<file path="config.mk">
export PLATFORM = sky130hd
export DESIGN_NAME = encdma_dma_flat
export DESIGN_NICKNAME = d
export VERILOG_FILES = /design/src/hdl/encdma_pkg.sv /design/src/hdl/encdma_if.sv /design/src/hdl/encdma_dma.sv /design/src/flat_wrapper.sv
export SDC_FILE = /design/constraint.sdc
export NUM_CORES = 2
export LEC_CHECK = 0
export ABC_CLOCK_PERIOD_IN_PS = 14700
export BUFFER_PORTS_ARGS = -buffer_cell sky130_fd_sc_hd__buf_2
export CORE_MARGIN = 3
export CORE_UTILIZATION = 60
export DETAILED_ROUTE_END_ITERATION = 8
export PLACE_DENSITY_LB_ADDON = 0.08
export SETUP_SLACK_MARGIN = 0.05
export SYNTH_ARGS = -nofsm -noshare
export SYNTH_HDL_FRONTEND = slang
export SYNTH_SLANG_ARGS = --single-unit
</file>
<file path="constraint.sdc">
create_clock -name core_clk -period 14.7 [get_ports core_clk]
set_input_delay 0.735 -clock core_clk [delete_from_list [all_inputs] [get_ports core_clk]]
set_output_delay 0.735 -clock core_clk [all_outputs]
set_load 0.01 [all_outputs]
</file>
<file path="src/hdl/encdma_pkg.sv">
// Shared constants for the encoder and its DMA channel controller.
// Assumes one 250 MHz clock domain for both ends.
package encdma_pkg;
  localparam int CFG_NUM = 3;
  localparam int ENG_AW = 6;
  localparam int ENG_DEPTH = 64;
  localparam int LEN_LSB = 0;
  localparam int LEN_MSB = 15;
  localparam int MCNT_LSB = 16;
  localparam int MCNT_MSB = 23;
  localparam int CRC_EN_BIT = 24;
  localparam logic [23:0] CRC_POLY = 24'h800063;
  localparam logic [23:0] CRC_INIT = 24'h000000;
  localparam int TB_DEPTH = 4;
  localparam int DESC_WORDS = 12;
  localparam logic [7:0] A_CTRL = 8'h00;
  localparam logic [7:0] A_EVSET = 8'h04;
  localparam logic [7:0] A_TBCNT = 8'h08;
  localparam logic [7:0] A_STAT = 8'h0c;
  localparam logic [7:0] A_ISTAT = 8'h10;
  localparam logic [7:0] A_IMASK = 8'h14;
  localparam logic [7:0] A_DESC = 8'h40;
  localparam logic [7:0] A_DESC_END = 8'h6c;
  localparam int CH_WR = 0;
  localparam int IRQ_SEQ = 0;
  localparam int IRQ_TB = 1;
  localparam int CTRL_RUN = 2;
  typedef enum logic [1:0] {
    SCH_SYNC = 2'h0,
    SCH_PAIR = 2'h1,
    SCH_NOSB = 2'h2
  } encdma_scheme_type;
endpackage

</file>
<file path="src/hdl/encdma_if.sv">
// Link between the encoder and the DMA channel controller.
// Both ends run on the same clock; the request and ready events are one cycle wide.
`timescale 1ns/10ps
interface encdma_if;
  logic        cfg_wr;
  logic [1:0]  cfg_sel;
  logic [31:0] cfg_data;
  logic        info_valid;
  logic [31:0] info_data;
  logic        input_request_event;
  logic        output_ready_event;
  logic        out_rd;
  logic        out_valid;
  logic [31:0] out_data;
  modport enc (input cfg_wr, cfg_sel, cfg_data, info_valid, info_data, out_rd,
               output input_request_event, output_ready_event, out_valid, out_data);
  modport dma (output cfg_wr, cfg_sel, cfg_data, info_valid, info_data, out_rd,
               input input_request_event, output_ready_event, out_valid, out_data);
endinterface

</file>
<file path="src/hdl/encdma_dma.sv">
// DMA channel controller end: write/read channels, sync gating, AHB-Lite registers.
// Assumes a host memory with one-cycle read latency and a zero-wait write port.
`timescale 1ns/10ps
// Summary of operation
// - encoder takes three config words first
// - encoder requests info after config loads
// - encoder encodes then announces output ready
// - host event-set write starts the sequence
// - interrupt host when all output moved
// - one request pair per counted block
// - engines alternate; addresses stay the same
// - only code-block CRC formed internally
// - sync scheme waits later of two events
// - multi-block uses last load, M-1 output
// - sync word to event set; zero blocks
// - every load and output end triggers sync
// - pairs of single blocks, multi-block alone
// - no-buffer scheme passes alternate triggers only
// - no-buffer multi-block chains after last block
// - scheme fixed while the sequence runs
// - early per-transport-block completion notice pushed out
module encdma_dma
  import encdma_pkg::*;
(
  input  wire logic        core_clk,
  input  wire logic        resetn,
  encdma_if.dma            lnk,
  input  wire logic        hsel,
  input  wire logic [31:0] haddr,
  input  wire logic [1:0]  htrans,
  input  wire logic        hwrite,
  input  wire logic [2:0]  hsize,
  input  wire logic [31:0] hwdata,
  input  wire logic        hready,
  output logic             hreadyout,
  output logic             hresp,
  output logic [31:0]      hrdata,
  output logic             irq,
  output logic             mem_ren,
  output logic [31:0]      mem_raddr,
  input  wire logic [31:0] mem_rdata,
  output logic             mem_wen,
  output logic [31:0]      mem_waddr,
  output logic [31:0]      mem_wdata
);
  typedef enum logic [3:0] {W_IDLE = 4'h1, W_CFG = 4'h2, W_WAIT = 4'h4, W_INFO = 4'h8} encdma_wr_type;
  typedef enum logic [1:0] {R_IDLE = 2'h1, R_OUT = 2'h2} encdma_rd_type;

  encdma_wr_type     w_q;
  encdma_rd_type     r_q;
  encdma_scheme_type scheme_q;
  logic [31:0]       desc_q [DESC_WORDS];
  logic              run_q;
  logic [31:0]       evset_q;
  logic              trig_q;
  logic [2:0]        tb_cnt_q;
  logic [2:0]        tb_next_q;
  logic [2:0]        w_tb_q;
  logic [2:0]        r_tb_q;
  logic [2:0]        done_tb_q;
  logic [7:0]        w_blk_q;
  logic [7:0]        r_blk_q;
  logic [7:0]        issued_q;
  logic [7:0]        ld_q;
  logic [7:0]        od_q;
  logic              last_single_q;
  logic              pair_q;
  logic [1:0]        csel_q;
  logic [16:0]       icnt_q;
  logic [16:0]       scnt_q;
  logic              ren_d1_q;
  logic              info_valid_q;
  logic [31:0]       info_data_q;
  logic              cfg_wr_q;
  logic [1:0]        cfg_sel_q;
  logic [31:0]       cfg_data_q;
  logic [16:0]       rreq_q;
  logic [16:0]       rcv_q;
  logic [1:0]        istat_q;
  logic [1:0]        imask_q;
  logic              ap_wr_q;
  logic [7:0]        ap_addr_q;
  logic [31:0]       hrdata_q;
  logic              ld_pulse;
  logic              od_pulse;
  logic              tb_end;
  logic              seq_end;
  logic              start_tb;
  logic              gate;
  logic [7:0]        outst;
  logic [3:0]        desc_idx;
  logic              ap_take;
  logic              dp_wr;

  function automatic logic [3:0] dw(input logic [2:0] t, input logic [1:0] k);
    return 4'((t * 3) + k);
  endfunction
  function automatic logic [15:0] d_len(input logic [2:0] t);
    return desc_q[dw(t, 2'h0)][LEN_MSB:LEN_LSB];
  endfunction
  function automatic logic [7:0] d_m(input logic [2:0] t);
    logic [7:0] m;
    m = desc_q[dw(t, 2'h0)][MCNT_MSB:MCNT_LSB];
    return (m == 8'h00) ? 8'h01 : m;
  endfunction
  function automatic logic [16:0] d_out(input logic [2:0] t);
    return {1'b0, d_len(t)} + {16'h0000, desc_q[dw(t, 2'h0)][CRC_EN_BIT]};
  endfunction

  assign ld_pulse = info_valid_q && (scnt_q == {1'b0, d_len(w_tb_q)} - 17'h00001);
  assign od_pulse = lnk.out_valid && (r_q == R_OUT) && (rcv_q == d_out(r_tb_q) - 17'h00001);
  assign tb_end   = od_pulse && (r_blk_q == d_m(r_tb_q) - 8'h01);
  assign outst    = issued_q - od_q;
  assign start_tb = (w_q == W_IDLE) && evset_q[CH_WR] && run_q && (tb_next_q < tb_cnt_q);
  assign seq_end  = run_q && (tb_next_q == tb_cnt_q) && (w_q == W_IDLE) && (r_q == R_IDLE)
                    && (od_q == issued_q) && !trig_q;

  // The sync word the chaining channel would fetch, reduced to the Wr channel bit
  always_comb begin
    gate = 1'b0;
    unique case (scheme_q)
      SCH_SYNC: gate = (ld_q == issued_q) && (outst <= 8'h01);
      SCH_PAIR: gate = (outst == 8'h00) || (pair_q && last_single_q && (d_m(tb_next_q) == 8'h01)
                       && (ld_q == issued_q));
      SCH_NOSB: gate = (ld_q == issued_q) && (last_single_q ? (outst <= 8'h01) : (outst == 8'h00));
      default:  gate = 1'b0;
    endcase
  end

  always_ff @(posedge core_clk) begin
    if (!resetn) begin
      evset_q <= 32'h00000000;
      trig_q  <= 1'b0;
    end else begin
      if (ld_pulse || od_pulse) begin
        trig_q <= 1'b1;
      end else if (trig_q && (w_q == W_IDLE)) begin
        trig_q <= 1'b0;
      end
      if (dp_wr && (ap_addr_q == A_EVSET)) begin
        evset_q <= evset_q | hwdata;
      end else if (start_tb) begin
        evset_q[CH_WR] <= 1'b0;
      end else if (trig_q && (w_q == W_IDLE)) begin
        evset_q <= {31'h00000000, gate};
      end
    end
  end

  always_ff @(posedge core_clk) begin
    if (!resetn) begin
      w_q           <= W_IDLE;
      tb_next_q     <= 3'h0;
      w_tb_q        <= 3'h0;
      w_blk_q       <= 8'h00;
      issued_q      <= 8'h00;
      ld_q          <= 8'h00;
      last_single_q <= 1'b1;
      pair_q        <= 1'b0;
      csel_q        <= 2'h0;
      icnt_q        <= 17'h00000;
      scnt_q        <= 17'h00000;
    end else if (dp_wr && (ap_addr_q == A_EVSET) && !run_q) begin
      tb_next_q <= 3'h0;
      issued_q  <= 8'h00;
      ld_q      <= 8'h00;
    end else begin
      unique case (w_q)
        W_IDLE: begin
          if (start_tb) begin
            w_q           <= W_CFG;
            w_tb_q        <= tb_next_q;
            tb_next_q     <= tb_next_q + 3'h1;
            w_blk_q       <= 8'h00;
            csel_q        <= 2'h0;
            pair_q        <= (outst == 8'h00) && (d_m(tb_next_q) == 8'h01);
            last_single_q <= (d_m(tb_next_q) == 8'h01);
          end
        end
        W_CFG: begin
          csel_q <= csel_q + 2'h1;
          if (csel_q == 2'h2) begin
            w_q      <= W_WAIT;
            issued_q <= issued_q + d_m(w_tb_q);
          end
        end
        W_WAIT: begin
          if (lnk.input_request_event) begin
            w_q    <= W_INFO;
            icnt_q <= 17'h00000;
            scnt_q <= 17'h00000;
          end
        end
        W_INFO: begin
          if (mem_ren) begin
            icnt_q <= icnt_q + 17'h00001;
          end
          if (info_valid_q) begin
            scnt_q <= scnt_q + 17'h00001;
          end
          if (ld_pulse) begin
            ld_q    <= ld_q + 8'h01;
            w_blk_q <= w_blk_q + 8'h01;
            w_q     <= (w_blk_q == d_m(w_tb_q) - 8'h01) ? W_IDLE : W_WAIT;
          end
        end
      endcase
    end
  end

  assign mem_ren   = (w_q == W_INFO) && (icnt_q < {1'b0, d_len(w_tb_q)});
  assign mem_raddr = desc_q[dw(w_tb_q, 2'h1)] + 32'(w_blk_q * d_len(w_tb_q)) + 32'(icnt_q);

  always_ff @(posedge core_clk) begin
    if (!resetn) begin
      ren_d1_q     <= 1'b0;
      info_valid_q <= 1'b0;
      info_data_q  <= 32'h00000000;
      cfg_wr_q     <= 1'b0;
      cfg_sel_q    <= 2'h0;
      cfg_data_q   <= 32'h00000000;
    end else begin
      ren_d1_q     <= mem_ren;
      info_valid_q <= ren_d1_q;
      info_data_q  <= mem_rdata;
      cfg_wr_q     <= (w_q == W_CFG);
      cfg_sel_q    <= csel_q;
      cfg_data_q   <= desc_q[dw(w_tb_q, csel_q)];
    end
  end

  assign lnk.cfg_wr     = cfg_wr_q;
  assign lnk.cfg_sel    = cfg_sel_q;
  assign lnk.cfg_data   = cfg_data_q;
  assign lnk.info_valid = info_valid_q;
  assign lnk.info_data  = info_data_q;
  assign lnk.out_rd     = (r_q == R_OUT) && (rreq_q < d_out(r_tb_q));

  always_ff @(posedge core_clk) begin
    if (!resetn) begin
      r_q       <= R_IDLE;
      r_tb_q    <= 3'h0;
      r_blk_q   <= 8'h00;
      od_q      <= 8'h00;
      rreq_q    <= 17'h00000;
      rcv_q     <= 17'h00000;
      done_tb_q <= 3'h0;
      mem_wen   <= 1'b0;
      mem_waddr <= 32'h00000000;
      mem_wdata <= 32'h00000000;
    end else begin
      mem_wen   <= lnk.out_valid && (r_q == R_OUT);
      mem_waddr <= desc_q[dw(r_tb_q, 2'h2)] + 32'(r_blk_q * d_out(r_tb_q)) + 32'(rcv_q);
      mem_wdata <= lnk.out_data;
      if (dp_wr && (ap_addr_q == A_EVSET) && !run_q) begin
        r_tb_q  <= 3'h0;
        r_blk_q <= 8'h00;
        od_q    <= 8'h00;
      end else if (r_q == R_IDLE) begin
        if (lnk.output_ready_event) begin
          r_q    <= R_OUT;
          rreq_q <= 17'h00000;
          rcv_q  <= 17'h00000;
        end
      end else begin
        if (lnk.out_rd) begin
          rreq_q <= rreq_q + 17'h00001;
        end
        if (lnk.out_valid) begin
          rcv_q <= rcv_q + 17'h00001;
        end
        if (od_pulse) begin
          r_q     <= R_IDLE;
          od_q    <= od_q + 8'h01;
          r_blk_q <= tb_end ? 8'h00 : r_blk_q + 8'h01;
        end
        if (tb_end) begin
          r_tb_q    <= r_tb_q + 3'h1;
          done_tb_q <= r_tb_q;
        end
      end
    end
  end

  // Zero-wait slave: read data is captured at the address phase
  assign ap_take   = hsel && htrans[1] && hready;
  assign desc_idx  = 4'((ap_addr_q - A_DESC) >> 2);
  assign dp_wr     = ap_wr_q;
  assign hreadyout = 1'b1;
  assign hresp     = 1'b0;
  assign hrdata    = hrdata_q;
  assign irq       = |(istat_q & imask_q);

  always_ff @(posedge core_clk) begin
    if (!resetn) begin
      ap_wr_q   <= 1'b0;
      ap_addr_q <= 8'h00;
      hrdata_q  <= 32'h00000000;
    end else begin
      ap_wr_q   <= ap_take && hwrite && (hsize == 3'h2);
      ap_addr_q <= haddr[7:0];
      if (ap_take && !hwrite) begin
        unique case (haddr[7:0])
          A_CTRL:  hrdata_q <= {29'h00000000, run_q, scheme_q};
          A_EVSET: hrdata_q <= evset_q;
          A_TBCNT: hrdata_q <= {29'h00000000, tb_cnt_q};
          A_STAT:  hrdata_q <= {8'h00, od_q, ld_q, issued_q[4:0], done_tb_q};
          A_ISTAT: hrdata_q <= {30'h00000000, istat_q};
          A_IMASK: hrdata_q <= {30'h00000000, imask_q};
          default: hrdata_q <= ((haddr[7:0] >= A_DESC) && (haddr[7:0] <= A_DESC_END)) ?
                               desc_q[4'((haddr[7:0] - A_DESC) >> 2)] : 32'h00000000;
        endcase
      end
    end
  end

  always_ff @(posedge core_clk) begin
    if (!resetn) begin
      scheme_q <= SCH_SYNC;
      run_q    <= 1'b0;
      tb_cnt_q <= 3'h0;
      imask_q  <= 2'h0;
      istat_q  <= 2'h0;
      desc_q   <= '{default: 32'h00000000};
    end else begin
      if (dp_wr && (ap_addr_q == A_CTRL) && !run_q) begin
        scheme_q <= (hwdata[1:0] == 2'h3) ? SCH_SYNC : encdma_scheme_type'(hwdata[1:0]);
      end
      if (dp_wr && (ap_addr_q == A_TBCNT) && !run_q) begin
        tb_cnt_q <= (hwdata[2:0] > 3'(TB_DEPTH)) ? 3'(TB_DEPTH) : hwdata[2:0];
      end
      if (dp_wr && (ap_addr_q == A_IMASK)) begin
        imask_q <= hwdata[1:0];
      end
      if (dp_wr && (ap_addr_q >= A_DESC) && (ap_addr_q <= A_DESC_END) && !run_q) begin
        desc_q[desc_idx] <= hwdata;
      end
      if (dp_wr && (ap_addr_q == A_EVSET) && hwdata[CH_WR] && !run_q) begin
        run_q <= 1'b1;
      end else if (seq_end) begin
        run_q <= 1'b0;
      end
      istat_q <= (istat_q & ~((dp_wr && (ap_addr_q == A_ISTAT)) ? hwdata[1:0] : 2'h0))
                 | {tb_end, seq_end};
    end
  end
endmodule

</file>
<file path="src/flat_wrapper.sv">
// flat-port wrapper written by rule: the top's interface ports become plain ports
module encdma_dma_flat import encdma_pkg::*;
  (core_clk, resetn, hsel, haddr, htrans, hwrite, hsize, hwdata, hready, hreadyout, hresp, hrdata, irq, mem_ren, mem_raddr, mem_rdata, mem_wen, mem_waddr, mem_wdata, lnk_cfg_wr, lnk_cfg_sel, lnk_cfg_data, lnk_info_valid, lnk_info_data, lnk_out_rd, lnk_input_request_event, lnk_output_ready_event, lnk_out_valid, lnk_out_data);
  encdma_if lnk_i ();
  input  wire logic core_clk;
  input  wire logic resetn;
  input  wire logic hsel;
  input  wire logic [31:0] haddr;
  input  wire logic [1:0] htrans;
  input  wire logic hwrite;
  input  wire logic [2:0] hsize;
  input  wire logic [31:0] hwdata;
  input  wire logic hready;
  output logic hreadyout;
  output logic hresp;
  output logic [31:0] hrdata;
  output logic irq;
  output logic mem_ren;
  output logic [31:0] mem_raddr;
  input  wire logic [31:0] mem_rdata;
  output logic mem_wen;
  output logic [31:0] mem_waddr;
  output logic [31:0] mem_wdata;
  output wire logic [$bits(lnk_i.cfg_wr)-1:0] lnk_cfg_wr;
  output wire logic [$bits(lnk_i.cfg_sel)-1:0] lnk_cfg_sel;
  output wire logic [$bits(lnk_i.cfg_data)-1:0] lnk_cfg_data;
  output wire logic [$bits(lnk_i.info_valid)-1:0] lnk_info_valid;
  output wire logic [$bits(lnk_i.info_data)-1:0] lnk_info_data;
  output wire logic [$bits(lnk_i.out_rd)-1:0] lnk_out_rd;
  input wire logic [$bits(lnk_i.input_request_event)-1:0] lnk_input_request_event;
  input wire logic [$bits(lnk_i.output_ready_event)-1:0] lnk_output_ready_event;
  input wire logic [$bits(lnk_i.out_valid)-1:0] lnk_out_valid;
  input wire logic [$bits(lnk_i.out_data)-1:0] lnk_out_data;
  assign lnk_cfg_wr = lnk_i.cfg_wr;
  assign lnk_cfg_sel = lnk_i.cfg_sel;
  assign lnk_cfg_data = lnk_i.cfg_data;
  assign lnk_info_valid = lnk_i.info_valid;
  assign lnk_info_data = lnk_i.info_data;
  assign lnk_out_rd = lnk_i.out_rd;
  assign lnk_i.input_request_event = lnk_input_request_event;
  assign lnk_i.output_ready_event = lnk_output_ready_event;
  assign lnk_i.out_valid = lnk_out_valid;
  assign lnk_i.out_data = lnk_out_data;
  encdma_dma u_core (.core_clk(core_clk), .resetn(resetn), .lnk(lnk_i), .hsel(hsel), .haddr(haddr), .htrans(htrans), .hwrite(hwrite), .hsize(hsize), .hwdata(hwdata), .hready(hready), .hreadyout(hreadyout), .hresp(hresp), .hrdata(hrdata), .irq(irq), .mem_ren(mem_ren), .mem_raddr(mem_raddr), .mem_rdata(mem_rdata), .mem_wen(mem_wen), .mem_waddr(mem_waddr), .mem_wdata(mem_wdata));
endmodule
</file>
**Word-level counts from Yosys, hierarchy flattened**

Index checks and enable logic that the tools add are counted.

- Output and inout bits: 202
- Input bits: 141
- Bits in latches: 0
- Memories kept: 0
- Logic and storage cells: 300
- Register bits after elaboration: 732
- RAM bits: 0
- Bits in read-only memories: 0

- Order comparisons: 18
- Multiply operators: 5
- Bitwise operators: 16
- Mux-type cells: 67
- Shift operators: 0
- $add $sub $neg: 27
- Divide/modulo/power cells: 0
- Reduce and logical (&&, ||, !) cells: 81
- Equal/unequal tests: 36

Operators by type and width:

| operator | count |
|---|---|
| binary-select mux 32 bit (select 4 bit) | 7 |
| bitwise mux 384 bit | 1 |
| two-way mux 32 bit | 12 |
| one-hot mux 32 bit (6 select lines) | 1 |
| two-way mux 17 bit | 8 |
| demux 32 bit (select 4 bit) | 1 |
| two-way mux 24 bit | 4 |
| adder 17 x 1 -> 17 bit, second input constant | 4 |
| one-hot mux 17 bit (2 select lines) | 2 |
| adder 32 x 17 -> 32 bit | 2 |
| two-way mux 25 bit | 2 |
| logical NOT 8 bit | 6 |
| two-way mux 8 bit | 6 |
| logical AND 1 bit | 41 |
| greater-or-equal comparator 5 bit, second input constant | 8 |
| inverter 4 -> 5 bit | 8 |
| equality test 17 bit | 2 |
| adder 32 x 24 -> 32 bit | 1 |
| adder 32 x 25 -> 32 bit | 1 |
| adder 8 x 1 -> 8 bit, second input constant | 4 |
| equality test 8 x 5 -> 1 bit, second input constant | 4 |
| equality test 8 bit | 4 |
| bitwise OR 32 bit | 1 |
| two-way mux 31 bit | 1 |
| 58 further kinds | 119 |

**Depth between registers and ports, before layout**

- Depth after elaboration: 15
- Mapped depth: 43
- Mapped depth without buffers: 36

**Worst setup path before layout**

No wires, ideal clock.

- Path kind: reg2reg
- Start point: reg u_core.r_tb_q[0]
- End point: reg u_core.mem_waddr[28]
- Buffers on the path: 10
- Data arrival time: 10290 ps
- Period minus slack after synthesis: 10405 ps
- Data required time: 14585 ps
- Path slack: 4295 ps
- Setup time: 115 ps
- Cell stages (with the launch flop): 41
- Cell sequence: dfxtp_1 > buf_6 > buf_12 > buf_12 > buf_12 > buf_12 > clkbuf_1 > clkbuf_1 > clkbuf_1 > clkbuf_1 > buf_1 > mux4_2 > mux2i_1 > o21ai_0 > ha_1 > ha_1 > and4_1 > a21o_1 > (+5 left out) > inv_1 > fa_1 > fa_1 > fa_1 > inv_1 > fa_1 > inv_1 > ha_1 > o21a_1 > and2_1 > a41o_1 > a311oi_1 > o31a_1 > a211oi_1 > o21ai_0 > nand2_1 > xor2_1 > and2_1

- Word-level cells in the longest chain between the ends: 9
- Elaborated cells on any way between the ends: 14
- Those cells by class: add/sub (4); mul (2); mux (6); bitwise (2)

RTL lines:

| what | RTL line | source |
|---|---|---|
| start: declaration | encdma_dma.sv:59 | `logic [2:0] r_tb_q;` |
| start signal: assignment | encdma_dma.sv:278 | `r_tb_q <= r_tb_q + 3'h1;` |
| multiplier 3 x 2 -> 4 bit (*) | encdma_dma.sv:96 | `return 4'((t * 3) + k);` |
| inverter 4 -> 5 bit (not written as such) | encdma_dma.sv:99, encdma_dma.sv:107 |  |
| binary-select mux 32 bit (select 4 bit) | encdma_dma.sv:99, encdma_dma.sv:107 |  |
| two-way mux 25 bit (2 in series) | - |  |
| adder 16 x 1 -> 17 bit | encdma_dma.sv:107 | `return {1'b0, d_len(t)} + {16'h0000, desc_q[dw(t, 2'h0)][CRC_EN_BIT]};` |
| multiplier 8 x 17 -> 25 bit | encdma_dma.sv:253 | `mem_waddr <= desc_q[dw(r_tb_q, 2'h2)] + 32'(r_blk_q * d_out(r_tb_q)) + 32'(rcv_q);` |
| adder 32 x 25 -> 32 bit (*) | encdma_dma.sv:253 |  |
| adder 32 x 17 -> 32 bit (*) | encdma_dma.sv:253 |  |
| end signal: assignment | encdma_dma.sv:253 |  |
| end: declaration | encdma_dma.sv:43 | `output logic [31:0] mem_waddr,` |

Every way passes the cells marked *; elsewhere a longest branch is shown, timed or not. The select of a mux whose other input is x is not followed.
A chain may end at the register's enable or synchronous reset.

**Worst setup path after layout**

Same ends and word-level chain as after synthesis.

==> flow_summary.toml <==
[outcome]
outcome = "completed"

[worst_setup_path]
crit_family = "adder cells"
cp_common_cell = "fa_1"
critPathMaxFanout = 41
critPathBufInv = 7
path_class = "reg2reg"
critPathRequiredTime_ns = 15.25
crit_arrival_ns = 12.25
reg2reg_slack_ns = 3.00
cp-end-kind = "flip-flop"
start_kind = "flip-flop"
slowest_delay_ns = 0.86
crit_slowest_cell = "dfxtp_4"

[die]
die_w_microns = 316
initial_utilization_pct = 60.5
die_y_microns = 316
die-area_sq_um = 99800
io_pins = 343
core_sq_um = 95200
rows = 113

[layout]
final_common_cell = "nand2_1"
area_growth_pct = 9.33
nets = 6876
stdcell_count = 7621
final_util_pct = 66.2
most-common-layout-cells = "1174 x nand2_1, 730 x dfxtp_1, 622 x a21oi_1, 507 x mux4_2, 364 x inv_1"
drive_gt1_share_pct = 18.5

[timing]
worstMarginPinSlew_ns = 1.34
slew_headroom_pct = 10.2
fin_crit_sh_pct = 79.6
hold_viol = 0
fin_ws_ns = 3.00
final.setup.tns_ns = 0
fin_crit_ns = 11.70
slew_viol_final = 0
finalSetupViolCount = 0
finClkSkew_ns = 0.0473
finalHoldWorstSlack_ns = 0.251
fmax_ghz = 0.0855
rsz0062_at_grt = "no"

[clock_tree]
clk_pin_slew_ns = 0.06
holdBufCountCts = 0
cts_post_setup_buffers_inserted = 0
root_buffer = "clkbuf_16"
clock_insertion_delay_worst_skew_ns = 0.69
h-tree-depth = 3
cts.path.max_buffers = 3
cts-resized-gates = 0
cts_made_buffers = 85
tritoncts = "yes"
clkSinkCount = 732

[placed_design]
dp_slack_ns = 3.35
place.gp.congestion = 0.974
placed_cells = 7459
port-buffer-count = 315
dpl.hpwl_microns = 147000

[route]
drt-met1-wl_microns = 78200
top_layer_used = "met5"
drtAntennaViolNets = 0
vias_per_cell = 6.89
wl_per_cell_microns = 28.6
wl_met2_microns = 87500
drc = 0
dr_total_vias = 52500
wl_met3_microns = 34500
routed_wirelength_microns = 218000
dr.first_iter.drc_count = 7841
drt_pass1_iterations = 7

[synth]
synth_seq_cells = 732
ys_warn_count = 0
synth_cell_types = 103
async_reset_ff_share_pct = 0
synth-seq-area-share_pct = 25.4
synth_area_sq_um = 57600
syn_nets = 6846
synthesis.instances = 6252
syn_area_per_cell_sq_um = 9.21
synth_edf_count = 0
yosys_most_used_dff = "dfxtp_1"

[global_routing]
grt_pass1_vias = 48900
grt_use_total_pct = 43.1
grt_max_degree = 191
gr-total-overflow = 0
antenna_found_initial = 10
grt_first_pass_wirelength_microns = 318000

[power_and_ir_drop]
ir_drop_v = 0.000115
powerDensity_nw_per_um2 = 72.2
p_leak_nw = 24.3

[run]
max_cap_violations = 0

[hold_path]
holdCritPathClass = "in2reg"
cell type report:
type / count / area [sq um]
well taps: 1265 / 1580
repair buffers: 418 / 2400
clock buffers: 115 / 2440
multi-input cells: 4674 / 39900
diodes: 5 / 12.5
inverters: 371 / 1400
clock inverters: 41 / 567
fillers: 7782 / 32200
flip-flops and latches: 732 / 14700
path summary, 6_finish.rpt:
kind,from,end,depth (start not counted)
worst max-delay path,u_core.r_tb_q[0],u_core.mem_waddr[28],36
worst max register to register,u_core.r_tb_q[0],u_core.mem_waddr[28],36
worst min-delay path,lnk_out_data[10],u_core.mem_wdata[10],2
worst min register to register,u_core.ren_d1_q,u_core.lnk.info_valid,1
stage by stage:
step	total power, mW	instance area, sq um
floorplan	2.18	57600
global placement	2.27	59900
detailed placement	2.27	59900
CTS	4.54	63000
global route	4.64	63000
finish	4.54	63000
synth_stat cells, types with 39 or more instances:
cell / number / area (sq um)
nand4_1: 39 / 244
and2_1: 212 / 1330
o21ai_0: 106 / 531
nor2_1: 333 / 1250
inv_1: 365 / 1370
a22oi_1: 40 / 300
and3_1: 41 / 257
a21oi_1: 622 / 3110
o22ai_1: 41 / 257
mux4_2: 507 / 11400
buf_1: 57 / 214
ha_1: 200 / 2500
xor2_1: 55 / 482
nand2_1: 1174 / 4410
nand3_1: 98 / 490
clkbuf_1: 381 / 1430
a31oi_1: 95 / 594
xnor2_1: 134 / 1170
fa_1: 253 / 5060
a21o_1: 39 / 293
dfxtp_1: 732 / 14700
nor4_1: 51 / 319
mux2i_1: 166 / 1660
nor3_1: 59 / 295
where the power goes:
group / leakage, nW / total [mW] / switching, mW / internal, mW
registers: 5.92 / 2.01 / 0.0109 / 2.00
logic: 16.9 / 0.223 / 0.155 / 0.0683
clock network: 1.46 / 2.31 / 0.961 / 1.35
sequential cells by signal, summed over array words and instances, names as in the netlist, 4 cells and up:
name and cells:
u_core.ld_q 8, u_core.hrdata 32, u_core.lnk.cfg_data 32, u_core.rcv_q 17, u_core.rreq_q 17, u_core.r_blk_q 8, u_core.mem_waddr 32, u_core.issued_q 8
u_core.od_q 8, u_core.w_q 4, u_core.w_blk_q 8, u_core.evset_q 32, u_core.mem_wdata 32, u_core.icnt_q 17, u_core.desc_q 384, u_core.ap_addr_q 8
u_core.lnk.info_data 32, u_core.scnt_q 17
logic make-up (layout without fill, tap and decap cells):
family,count (synthesis),count (layout),share of synthesized area (%)
AOI/OAI and AO/OA,1153,1153,11.9
xor gates and xnor gates,199,199,3.26
adders and majority gates,453,453,13.1
buffers and inverters,846,945,5.78
DFF,732,732,25.4
muxes,700,700,23.4
other,2,7,0.0130
and+or+nand+nor,2167,2167,17.0
routing by layer:
metal | vias up | track usage (%)
li1 | 22200 | -
met1 | 25300 | 56.1
met2 | 4117 | 59.0
met3 | 854 | 17.1
met4 | 6 | 28.9
met5 | - | 0
worst register-to-register path, delay by kind of cell (launching register included):
family / cells / cell delay, ns
adders and majority gates: 10 / 4.21
and+or+nand+nor: 9 / 2.40
AOI/OAI and AO/OA: 9 / 2.29
buffers and inverters: 7 / 1.64
DFF: 1 / 0.86
xor gates and xnor gates: 1 / 0.16
Power figures use the tool's default switching activity.
